## config.mk

```make
export PLATFORM = sky130hd
export DESIGN_NAME = rom_id_regs
export DESIGN_NICKNAME = d
export VERILOG_FILES = /design/src/pkg/rom_id_pkg.sv /design/src/verilog/rom_id_regs.sv
export VERILOG_INCLUDE_DIRS = /design/src /design/src/pkg
export SDC_FILE = /design/constraint.sdc
export NUM_CORES = 1
export LEC_CHECK = 0
export BUFFER_PORTS_ARGS = -buffer_cell sky130_fd_sc_hd__buf_2
export CORE_ASPECT_RATIO = 0.9
export CORE_UTILIZATION = 27
export CTS_CLUSTER_SIZE = 30
export DETAILED_ROUTE_END_ITERATION = 8
export GPL_TIMING_DRIVEN = 1
export HOLD_SLACK_MARGIN = 0.05
export PLACE_DENSITY = 0.78
export SLEW_MARGIN = 20
export SYNTH_ARGS = -nofsm -noshare
export SYNTH_HDL_FRONTEND = slang
export SYNTH_SLANG_ARGS = --single-unit
```

## constraint.sdc

```tcl
create_clock -name aclk -period 1.35 [get_ports aclk]
set_input_delay 0.27 -clock aclk [delete_from_list [all_inputs] [get_ports aclk]]
set_output_delay 0.27 -clock aclk [all_outputs]
set_load 0.1 [all_outputs]
```

## src/pkg/rom_id_map.svh

```systemverilog
/*
 Register offsets, field positions and fixed values of the debug ROM
 table identification words. Assumes inclusion by bare name.
*/
`ifndef ROM_ID_MAP_SVH
`define ROM_ID_MAP_SVH

`define ADDR_W 13
`define OFF_TERMINATOR 13'h1008
`define OFF_MEMORY_TYPE 13'h1FCC
`define OFF_IDENT_FOUR 13'h1FD0
`define OFF_IDENT_ZERO 13'h1FE0
`define OFF_IDENT_ONE 13'h1FE4
`define TERMINATOR_VAL 32'h00000000
`define MEM_PRESENT_BIT 0
`define READ_ZERO 32'h00000000
`define ALIGN_MSB 1
`define NIBBLE_MSB 3
`define UPPER_NIBBLE_LSB 4
`define BYTE_MSB 7
`define PART_LOW_MSB 7
`define PART_HIGH_LSB 8
`define PART_HIGH_MSB 11
`define MASK_WORD 32'hFFFFFFFF
`define MASK_FLAG 32'h00000001
`define MASK_BYTE 32'h000000FF
`define BLOCK_COUNT_VAL 4'h0
`define RESP_OKAY 2'h0
`define RESP_SLVERR 2'h2

`endif

```

## src/pkg/rom_id_pkg.sv

```systemverilog
/*
 Types shared by the debug ROM table identification block.
 Assumes nothing of its surroundings.
*/
package rom_id_pkg;
   typedef enum logic [2:0] {
      REG_TERMINATOR,
      REG_MEMORY_TYPE,
      REG_IDENT_FOUR,
      REG_IDENT_ZERO,
      REG_IDENT_ONE,
      REG_NONE
   } reg_sel_t;
endpackage

```

## src/verilog/rom_id_regs.sv

```systemverilog
/*
 Read-only identification words at the tail of the debug ROM table,
 reached over an AXI4-Lite slave port.
 Assumes aclk at 50 MHz, synchronous active-low aresetn, and a
 protection level that is stable while aresetn is low (power-up).
*/
// Implementation choice: the AXI4-Lite slave port.
`timescale 1ns/1ps
`include "rom_id_map.svh"

module rom_id_regs #(
   // Arbitrary identity values, not those of any real maker or part
   parameter logic [3:0] MAKER_CONTINUATION = 4'h0,
   parameter logic [3:0] MAKER_IDENTITY_LOW = 4'h5,
   parameter logic [11:0] PART_NUMBER = 12'h123
) (
   input wire logic aclk,
   input wire logic aresetn,
   input wire logic device_protected,
   input wire logic [31:0] s_axi_awaddr,
   input wire logic [2:0] s_axi_awprot,
   input wire logic s_axi_awvalid,
   output logic s_axi_awready,
   input wire logic [31:0] s_axi_wdata,
   input wire logic [3:0] s_axi_wstrb,
   input wire logic s_axi_wvalid,
   output logic s_axi_wready,
   output logic [1:0] s_axi_bresp,
   output logic s_axi_bvalid,
   input wire logic s_axi_bready,
   input wire logic [31:0] s_axi_araddr,
   input wire logic [2:0] s_axi_arprot,
   input wire logic s_axi_arvalid,
   output logic s_axi_arready,
   output logic [31:0] s_axi_rdata,
   output logic [1:0] s_axi_rresp,
   output logic s_axi_rvalid,
   input wire logic s_axi_rready
);

   ////////////////////////////////////////////////////////////////////////
   // Address decode

   function automatic rom_id_pkg::reg_sel_t decode(
      input logic [31:0] addr
   );
      logic [`ADDR_W-1:0] a;
      a = addr[`ADDR_W-1:0];
      if (addr[`ALIGN_MSB:0] != '0 || addr[31:`ADDR_W] != '0) begin
         return rom_id_pkg::REG_NONE;
      end
      unique case (a)
         `OFF_TERMINATOR: return rom_id_pkg::REG_TERMINATOR;
         `OFF_MEMORY_TYPE: return rom_id_pkg::REG_MEMORY_TYPE;
         `OFF_IDENT_FOUR: return rom_id_pkg::REG_IDENT_FOUR;
         `OFF_IDENT_ZERO: return rom_id_pkg::REG_IDENT_ZERO;
         `OFF_IDENT_ONE: return rom_id_pkg::REG_IDENT_ONE;
         default: return rom_id_pkg::REG_NONE;
      endcase
   endfunction

   ////////////////////////////////////////////////////////////////////////
   // Protection latch: caught while reset is held, frozen after release

   logic system_memory_present_q;

   // The level at the last reset edge is the power-up level; a later
   // change of the pin must not reopen system memory to the adapter
   always_ff @(posedge aclk) begin
      if (!aresetn) begin
         system_memory_present_q <= !device_protected;
      end else begin
         system_memory_present_q <= system_memory_present_q;
      end
   end

   ////////////////////////////////////////////////////////////////////////
   // Word builders

   function automatic logic [31:0] flag_word(
      input logic flag
   );
      logic [31:0] word;
      word = `READ_ZERO;
      word[`MEM_PRESENT_BIT] = flag;
      return word;
   endfunction

   function automatic logic [31:0] nibble_pair_word(
      input logic [`NIBBLE_MSB:0] upper,
      input logic [`NIBBLE_MSB:0] lower
   );
      logic [31:0] word;
      word = `READ_ZERO;
      word[`BYTE_MSB:`UPPER_NIBBLE_LSB] = upper;
      word[`NIBBLE_MSB:0] = lower;
      return word;
   endfunction

   function automatic logic [31:0] byte_word(
      input logic [`BYTE_MSB:0] field
   );
      logic [31:0] word;
      word = `READ_ZERO;
      word[`BYTE_MSB:0] = field;
      return word;
   endfunction

   // Bits that a register implements; everything else is reserved
   function automatic logic [31:0] implemented_mask(
      input rom_id_pkg::reg_sel_t sel
   );
      logic [31:0] mask;
      mask = `READ_ZERO;
      unique case (sel)
         rom_id_pkg::REG_TERMINATOR: begin
            mask = `MASK_WORD;
         end
         rom_id_pkg::REG_MEMORY_TYPE: begin
            mask = `MASK_FLAG;
         end
         rom_id_pkg::REG_IDENT_FOUR,
         rom_id_pkg::REG_IDENT_ZERO,
         rom_id_pkg::REG_IDENT_ONE: begin
            mask = `MASK_BYTE;
         end
         rom_id_pkg::REG_NONE: begin
            mask = `READ_ZERO;
         end
      endcase
      return mask;
   endfunction

   ////////////////////////////////////////////////////////////////////////
   // Read data mux

   rom_id_pkg::reg_sel_t read_sel;
   logic [31:0] read_raw;
   logic [31:0] read_keep;
   logic [31:0] read_word;
   logic read_hit;

   assign read_sel = decode(s_axi_araddr);
   assign read_keep = implemented_mask(read_sel);

   always_comb begin
      read_raw = `READ_ZERO;
      read_hit = 1'h1;
      unique case (read_sel)
         rom_id_pkg::REG_TERMINATOR: begin
            read_raw = `TERMINATOR_VAL;
         end
         rom_id_pkg::REG_MEMORY_TYPE: begin
            read_raw = flag_word(system_memory_present_q);
         end
         rom_id_pkg::REG_IDENT_FOUR: begin
            read_raw = nibble_pair_word(`BLOCK_COUNT_VAL,
                                        MAKER_CONTINUATION);
         end
         rom_id_pkg::REG_IDENT_ZERO: begin
            read_raw = byte_word(
               PART_NUMBER[`PART_LOW_MSB:0]);
         end
         rom_id_pkg::REG_IDENT_ONE: begin
            read_raw = nibble_pair_word(MAKER_IDENTITY_LOW,
               PART_NUMBER[`PART_HIGH_MSB:`PART_HIGH_LSB]);
         end
         rom_id_pkg::REG_NONE: begin
            read_hit = 1'h0;
         end
      endcase
   end

   // Every bit passes its own mask, so no builder can leak a reserved bit
   for (genvar b = 0; b < 32; b++) begin : g_reserved
      assign read_word[b] = read_raw[b] & read_keep[b];
   end

   ////////////////////////////////////////////////////////////////////////
   // Read channel: one read in flight, address taken only when idle

   typedef enum logic [1:0] {
      RD_IDLE,
      RD_TAKE,
      RD_ANSWER
   } read_state_t;

   read_state_t rd_state_q;
   read_state_t rd_state_d;

   always_comb begin
      rd_state_d = rd_state_q;
      unique case (rd_state_q)
         RD_IDLE: begin
            if (s_axi_arvalid) begin
               rd_state_d = RD_TAKE;
            end
         end
         RD_TAKE: begin
            // A master that drops arvalid here has cancelled; go idle
            if (s_axi_arvalid) begin
               rd_state_d = RD_ANSWER;
            end else begin
               rd_state_d = RD_IDLE;
            end
         end
         RD_ANSWER: begin
            if (s_axi_rready) begin
               rd_state_d = RD_IDLE;
            end
         end
         default: begin
            rd_state_d = RD_IDLE;
         end
      endcase
   end

   always_ff @(posedge aclk) begin
      if (!aresetn) begin
         rd_state_q <= RD_IDLE;
      end else begin
         rd_state_q <= rd_state_d;
      end
   end

   always_ff @(posedge aclk) begin
      if (!aresetn) begin
         s_axi_arready <= 1'h0;
         s_axi_rvalid <= 1'h0;
      end else begin
         s_axi_arready <= rd_state_d == RD_TAKE;
         s_axi_rvalid <= rd_state_d == RD_ANSWER;
      end
   end

   // Word and response are caught at the edge that takes the address
   always_ff @(posedge aclk) begin
      if (!aresetn) begin
         s_axi_rdata <= `READ_ZERO;
         s_axi_rresp <= `RESP_OKAY;
      end else if (rd_state_q == RD_TAKE && s_axi_arvalid) begin
         s_axi_rdata <= read_word;
         s_axi_rresp <= read_hit ? `RESP_OKAY : `RESP_SLVERR;
      end
   end

   ////////////////////////////////////////////////////////////////////////
   // Write channel: both halves taken together, data discarded

   typedef enum logic [1:0] {
      WR_IDLE,
      WR_TAKE,
      WR_ANSWER
   } write_state_t;

   write_state_t wr_state_q;
   write_state_t wr_state_d;
   logic write_hit;

   assign write_hit = decode(s_axi_awaddr) != rom_id_pkg::REG_NONE;

   // Waiting for both halves keeps the response tied to one address
   always_comb begin
      wr_state_d = wr_state_q;
      unique case (wr_state_q)
         WR_IDLE: begin
            if (s_axi_awvalid && s_axi_wvalid) begin
               wr_state_d = WR_TAKE;
            end
         end
         WR_TAKE: begin
            if (s_axi_awvalid) begin
               wr_state_d = WR_ANSWER;
            end else begin
               wr_state_d = WR_IDLE;
            end
         end
         WR_ANSWER: begin
            if (s_axi_bready) begin
               wr_state_d = WR_IDLE;
            end
         end
         default: begin
            wr_state_d = WR_IDLE;
         end
      endcase
   end

   always_ff @(posedge aclk) begin
      if (!aresetn) begin
         wr_state_q <= WR_IDLE;
      end else begin
         wr_state_q <= wr_state_d;
      end
   end

   always_ff @(posedge aclk) begin
      if (!aresetn) begin
         s_axi_awready <= 1'h0;
         s_axi_wready <= 1'h0;
      end else begin
         s_axi_awready <= wr_state_d == WR_TAKE;
         s_axi_wready <= wr_state_d == WR_TAKE;
      end
   end

   // Nothing is stored; the write is only answered
   always_ff @(posedge aclk) begin
      if (!aresetn) begin
         s_axi_bvalid <= 1'h0;
         s_axi_bresp <= `RESP_OKAY;
      end else begin
         s_axi_bvalid <= wr_state_d == WR_ANSWER;
         if (wr_state_q == WR_TAKE && s_axi_awvalid) begin
            s_axi_bresp <= write_hit ? `RESP_OKAY : `RESP_SLVERR;
         end
      end
   end

endmodule

```

==> flow_metrics.py <==
metrics = {
    "global_routing": {
        "first_global_vias": 961,
        "met2_capacity_usage_during_global_routing_pct": 23.6,
        "grtUsageMet3_pct": 3.01,
        "largest_net_degree_at_the_start_of_global_routing": 9,
        "layer_with_the_highest_usage": "met2",
        "global_route.usage.met1_pct": 11.8,
        "grt_antenna_before_repair": 0,
        "globalRouteOverflowTotal": 0,
        "first_pass_grt_wire_length_um": 3710,
        "grt_usage_pct": 11.7,
    },
    "worst_setup_path": {
        "startpoint_type": "input pin",
        "crit_fanout": 4,
        "critPathKind": "in2reg",
        "timing.critical_path.required_ns": 1.53,
        "worst_setup_path_end_kind": "register",
        "crit_arrival_ns": 1.46,
    },
    "sta": {
        "grt_setup_unrepaired": "false",
        "period_minus_slack_ns": 1.28,
        "setup-violations-final": 0,
        "final_max_slew_viol_count": 0,
        "max_freq_mhz": 781,
        "final-hold-violation-count": 0,
        "share_of_the_clock_period_used_by_the_worst_path_after_layout_pct": 94.9,
        "finClkSkew_ns": 0.00294,
    },
    "pwr": {
        "internal-power_uw": 809,
        "power.share.clock_pct": 27.7,
        "peakVddDrop_mv": 0.404,
        "pwr_density_cell_nw_per_um2": 965,
        "netSwitchingFraction_pct": 44.3,
        "leakage_component_of_the_power_nw": 0.766,
        "power_frac_seq_pct": 30.3,
        "combPwrFrac_pct": 42.0,
        "netSwitchingPower_uw": 643,
    },
    "drt": {
        "totalWireLength_um": 2410,
        "route.detailed.vias_per_inst": 4.29,
        "drt_pre_antenna_iters": 5,
        "final_antenna_net_count": 0,
        "drt-wirelength-per-cell_um": 9.14,
        "vias": 1132,
        "drt_first_iter_violations": 16,
        "drc_violations": 0,
    },
    "die": {
        "start_util_pct": 28.1,
        "die_area_um2": 4110,
        "io_pins": 155,
        "rows": 21,
        "core_area_um2": 3700,
        "die_height_um": 60.9,
        "dieWidth_um": 67.5,
    },
    "place": {
        "routabilityCongestion": 0.693,
        "port-buffer-count": 83,
        "place_inst": 259,
        "post-dp-hpwl_um": 2120,
    },
    "clock_tree": {
        "cts.reportedPaths.clkPinSlew_ns": 0.06,
        "post_cts_hold_buffer_count": 0,
        "cts-root-buf": "sky130_fd_sc_hd__clkbuf_8",
        "clock_path_buffers": 2,
        "h-tree-depth": 1,
        "tritoncts_buffers": 3,
        "clkLatencyLatePin_ns": 0.24,
        "clock-sinks": 14,
        "cts.repair.resized": 0,
        "clock_tree_from_tritoncts": "yes",
    },
    "logic_synthesis": {
        "ys_warn_count": 0,
        "mappedNetlistArea_um2": 1040,
        "synth_cell_type_count": 35,
        "seq_area_frac_synth_pct": 27.9,
        "synth_edf_count": 1,
        "synthesis.instances": 128,
        "syn-mean-instance-area_um2": 8.13,
        "ys_async_sr_fraction_pct": 0,
        "synth_seq_cells": 14,
        "ys_dominant_reg_cell": "sky130_fd_sc_hd__dfxtp_1",
    },
    "layout": {
        "post_route_cells_drive_above_1_share_pct": 47.2,
        "filler_cell_count": 393,
        "area.growth.synth_to_final_pct": 44.6,
        "final-seq-area_um2": 294,
        "final_net_count": 333,
        "finalNonFillerCells": 264,
        "antenna-diode-count": 0,
        "layout.core_utilization_pct": 40.6,
        "area_occupied_by_multi_input_gates_um2": 597,
    },
    "min_path": {
        "hold_class": "in2reg",
    },
    "outcome": {
        "status": "complete, no violations",
    },
    "job": {
        "maxCapViolations": 0,
    },
}
==> logic make-up (layout without fill, tap and decap cells) <==
family	count (synthesis)	after routing	share of synthesized area, %
buffers and inverters	37	99	24.9
other	1	29	0.360
xor gates and xnor gates	1	1	0.841
DFF	14	14	27.9
and+or+nand+nor	57	57	35.3
AOI/OAI and AO/OA	18	18	10.7
==> metal layers <==
metal | part of all wire (%) | vias to the layer above
li1 | - | 585
met1 | 40 | 494
met2 | 52 | 49
met3 | 7.0 | 4
met4 | 0.83 | 0
met5 | 0 | -
==> through the flow <==
step | setup TNS (ns) | instance area (µm²) | setup slack (ns) | hold WS (ns) | power (mW)
finish | 0 | 1510 | 0.0695 | 0.281 | 1.45
global route | 0 | 1510 | 0.0260 | 0.285 | 1.51
CTS | 0 | 1500 | 0.0767 | 0.283 | 1.47
detailed placement | -0.636 | 1440 | -0.164 | 0.452 | 1.06
global placement | -0.514 | 1440 | -0.155 | 0.437 | 1.05
floorplan | 0 | 1150 | 0.00885 | 0.388 | 0.980
==> cells in the final DEF, fill, tap and decap left out, drive strengths merged <==
| cell type | n |
|---|---|
| xnor2 | 1 |
| and2 | 1 |
| dfxtp | 13 |
| a32oi | 1 |
| nand2b | 3 |
| o21a | 2 |
| o32ai | 2 |
| a21oi | 6 |
| or2 | 1 |
| nand4 | 4 |
| clkbuf | 4 |
| nor4b | 5 |
| nor3 | 5 |
| inv | 5 |
| a211oi | 1 |
| conb | 29 |
| nor2b | 1 |
| nand3 | 3 |
| nor4 | 10 |
| or3b | 1 |
| a31oi | 2 |
| buf | 90 |
| and3 | 1 |
| nor2 | 6 |
| o21ai | 4 |
| edfxtp | 1 |
| or4 | 1 |
| nor3b | 1 |
| nand4b | 3 |
| nand2 | 8 |
| nand3b | 3 |
==> cell usage after synthesis (2+ instances only) <==
cell type                  instances  area share, %
sky130_fd_sc_hd__nand2b_1          3            1.8
sky130_fd_sc_hd__nor2_1            6            2.2
sky130_fd_sc_hd__a31oi_1           2            1.2
sky130_fd_sc_hd__nand4b_1          3            2.5
sky130_fd_sc_hd__o21ai_0           3            1.4
sky130_fd_sc_hd__nand3_1           3            1.4
sky130_fd_sc_hd__nand4_1           4            2.4
sky130_fd_sc_hd__nor4b_1           4            3.4
sky130_fd_sc_hd__a21oi_1           6            2.9
sky130_fd_sc_hd__buf_4            32             23
sky130_fd_sc_hd__nor3_1            4            1.9
sky130_fd_sc_hd__dfxtp_1          13             25
sky130_fd_sc_hd__nand2_1           8            2.9
sky130_fd_sc_hd__nand3b_1          3            2.2
sky130_fd_sc_hd__nor4_1            9            5.4
sky130_fd_sc_hd__o21a_1            2            1.4
sky130_fd_sc_hd__o32ai_1           2            1.7
sky130_fd_sc_hd__inv_1             4            1.4
==> power by group through the flow <==
stage / registers, mW / clock network [mW] / logic, mW
CTS: 0.440 / 0.415 / 0.611
global placement: 0.448 / 0 / 0.606
global route: 0.442 / 0.427 / 0.640
floorplan: 0.501 / 0 / 0.479
finish: 0.440 / 0.402 / 0.610
detailed placement: 0.449 / 0 / 0.610
==> worst max-delay path, stage by stage <==
cell and delay (ns):
sky130_fd_sc_hd__buf_2 0.10, sky130_fd_sc_hd__or4_4 0.53, sky130_fd_sc_hd__nor3_4 0.28, sky130_fd_sc_hd__nand4_1 0.13, sky130_fd_sc_hd__a21oi_1 0.15
==> area by class of cell <==
class	instances	share of cell area [%]
Timing Repair Buffer	90	32.1
Tap cell	46	3.82
Multi-Input combinational cell	105	39.7
Clock buffer	4	3.66
Inverter	5	1.25
Sequential cell	14	19.5
==> what timing repair did <==
item | CTS | global route
setup endpoints to repair | 0 | 3
hold endpoints to repair | 0 | 0
buffers inserted | 0 | 1
==> path summary, 6_finish.rpt <==
path / slack (ns) / to / cells past startpoint / start
max: 0.07 / s_axi_rdata[4] / 5 / s_axi_araddr[13]
min: 0.28 / system_memory_present_q / 2 / device_protected
max reg2reg: 0.16 / s_axi_rdata[4] / 4 / rd_state_q[1]
min reg2reg: 0.46 / s_axi_rdata[4] / 2 / s_axi_rdata[4]
==> flip-flops by register name (all words and copies together) (netlist names) <==
| register | flops |
|---|---|
| s_axi_rvalid | 1 |
| wr_state_q | 2 |
| s_axi_rresp | 1 |
| system_memory_present_q | 1 |
| s_axi_rdata | 3 |
| s_axi_arready | 1 |
| s_axi_bresp | 1 |
| s_axi_wready | 1 |
| s_axi_bvalid | 1 |
| rd_state_q | 2 |
Power figures use the tool's default switching activity.
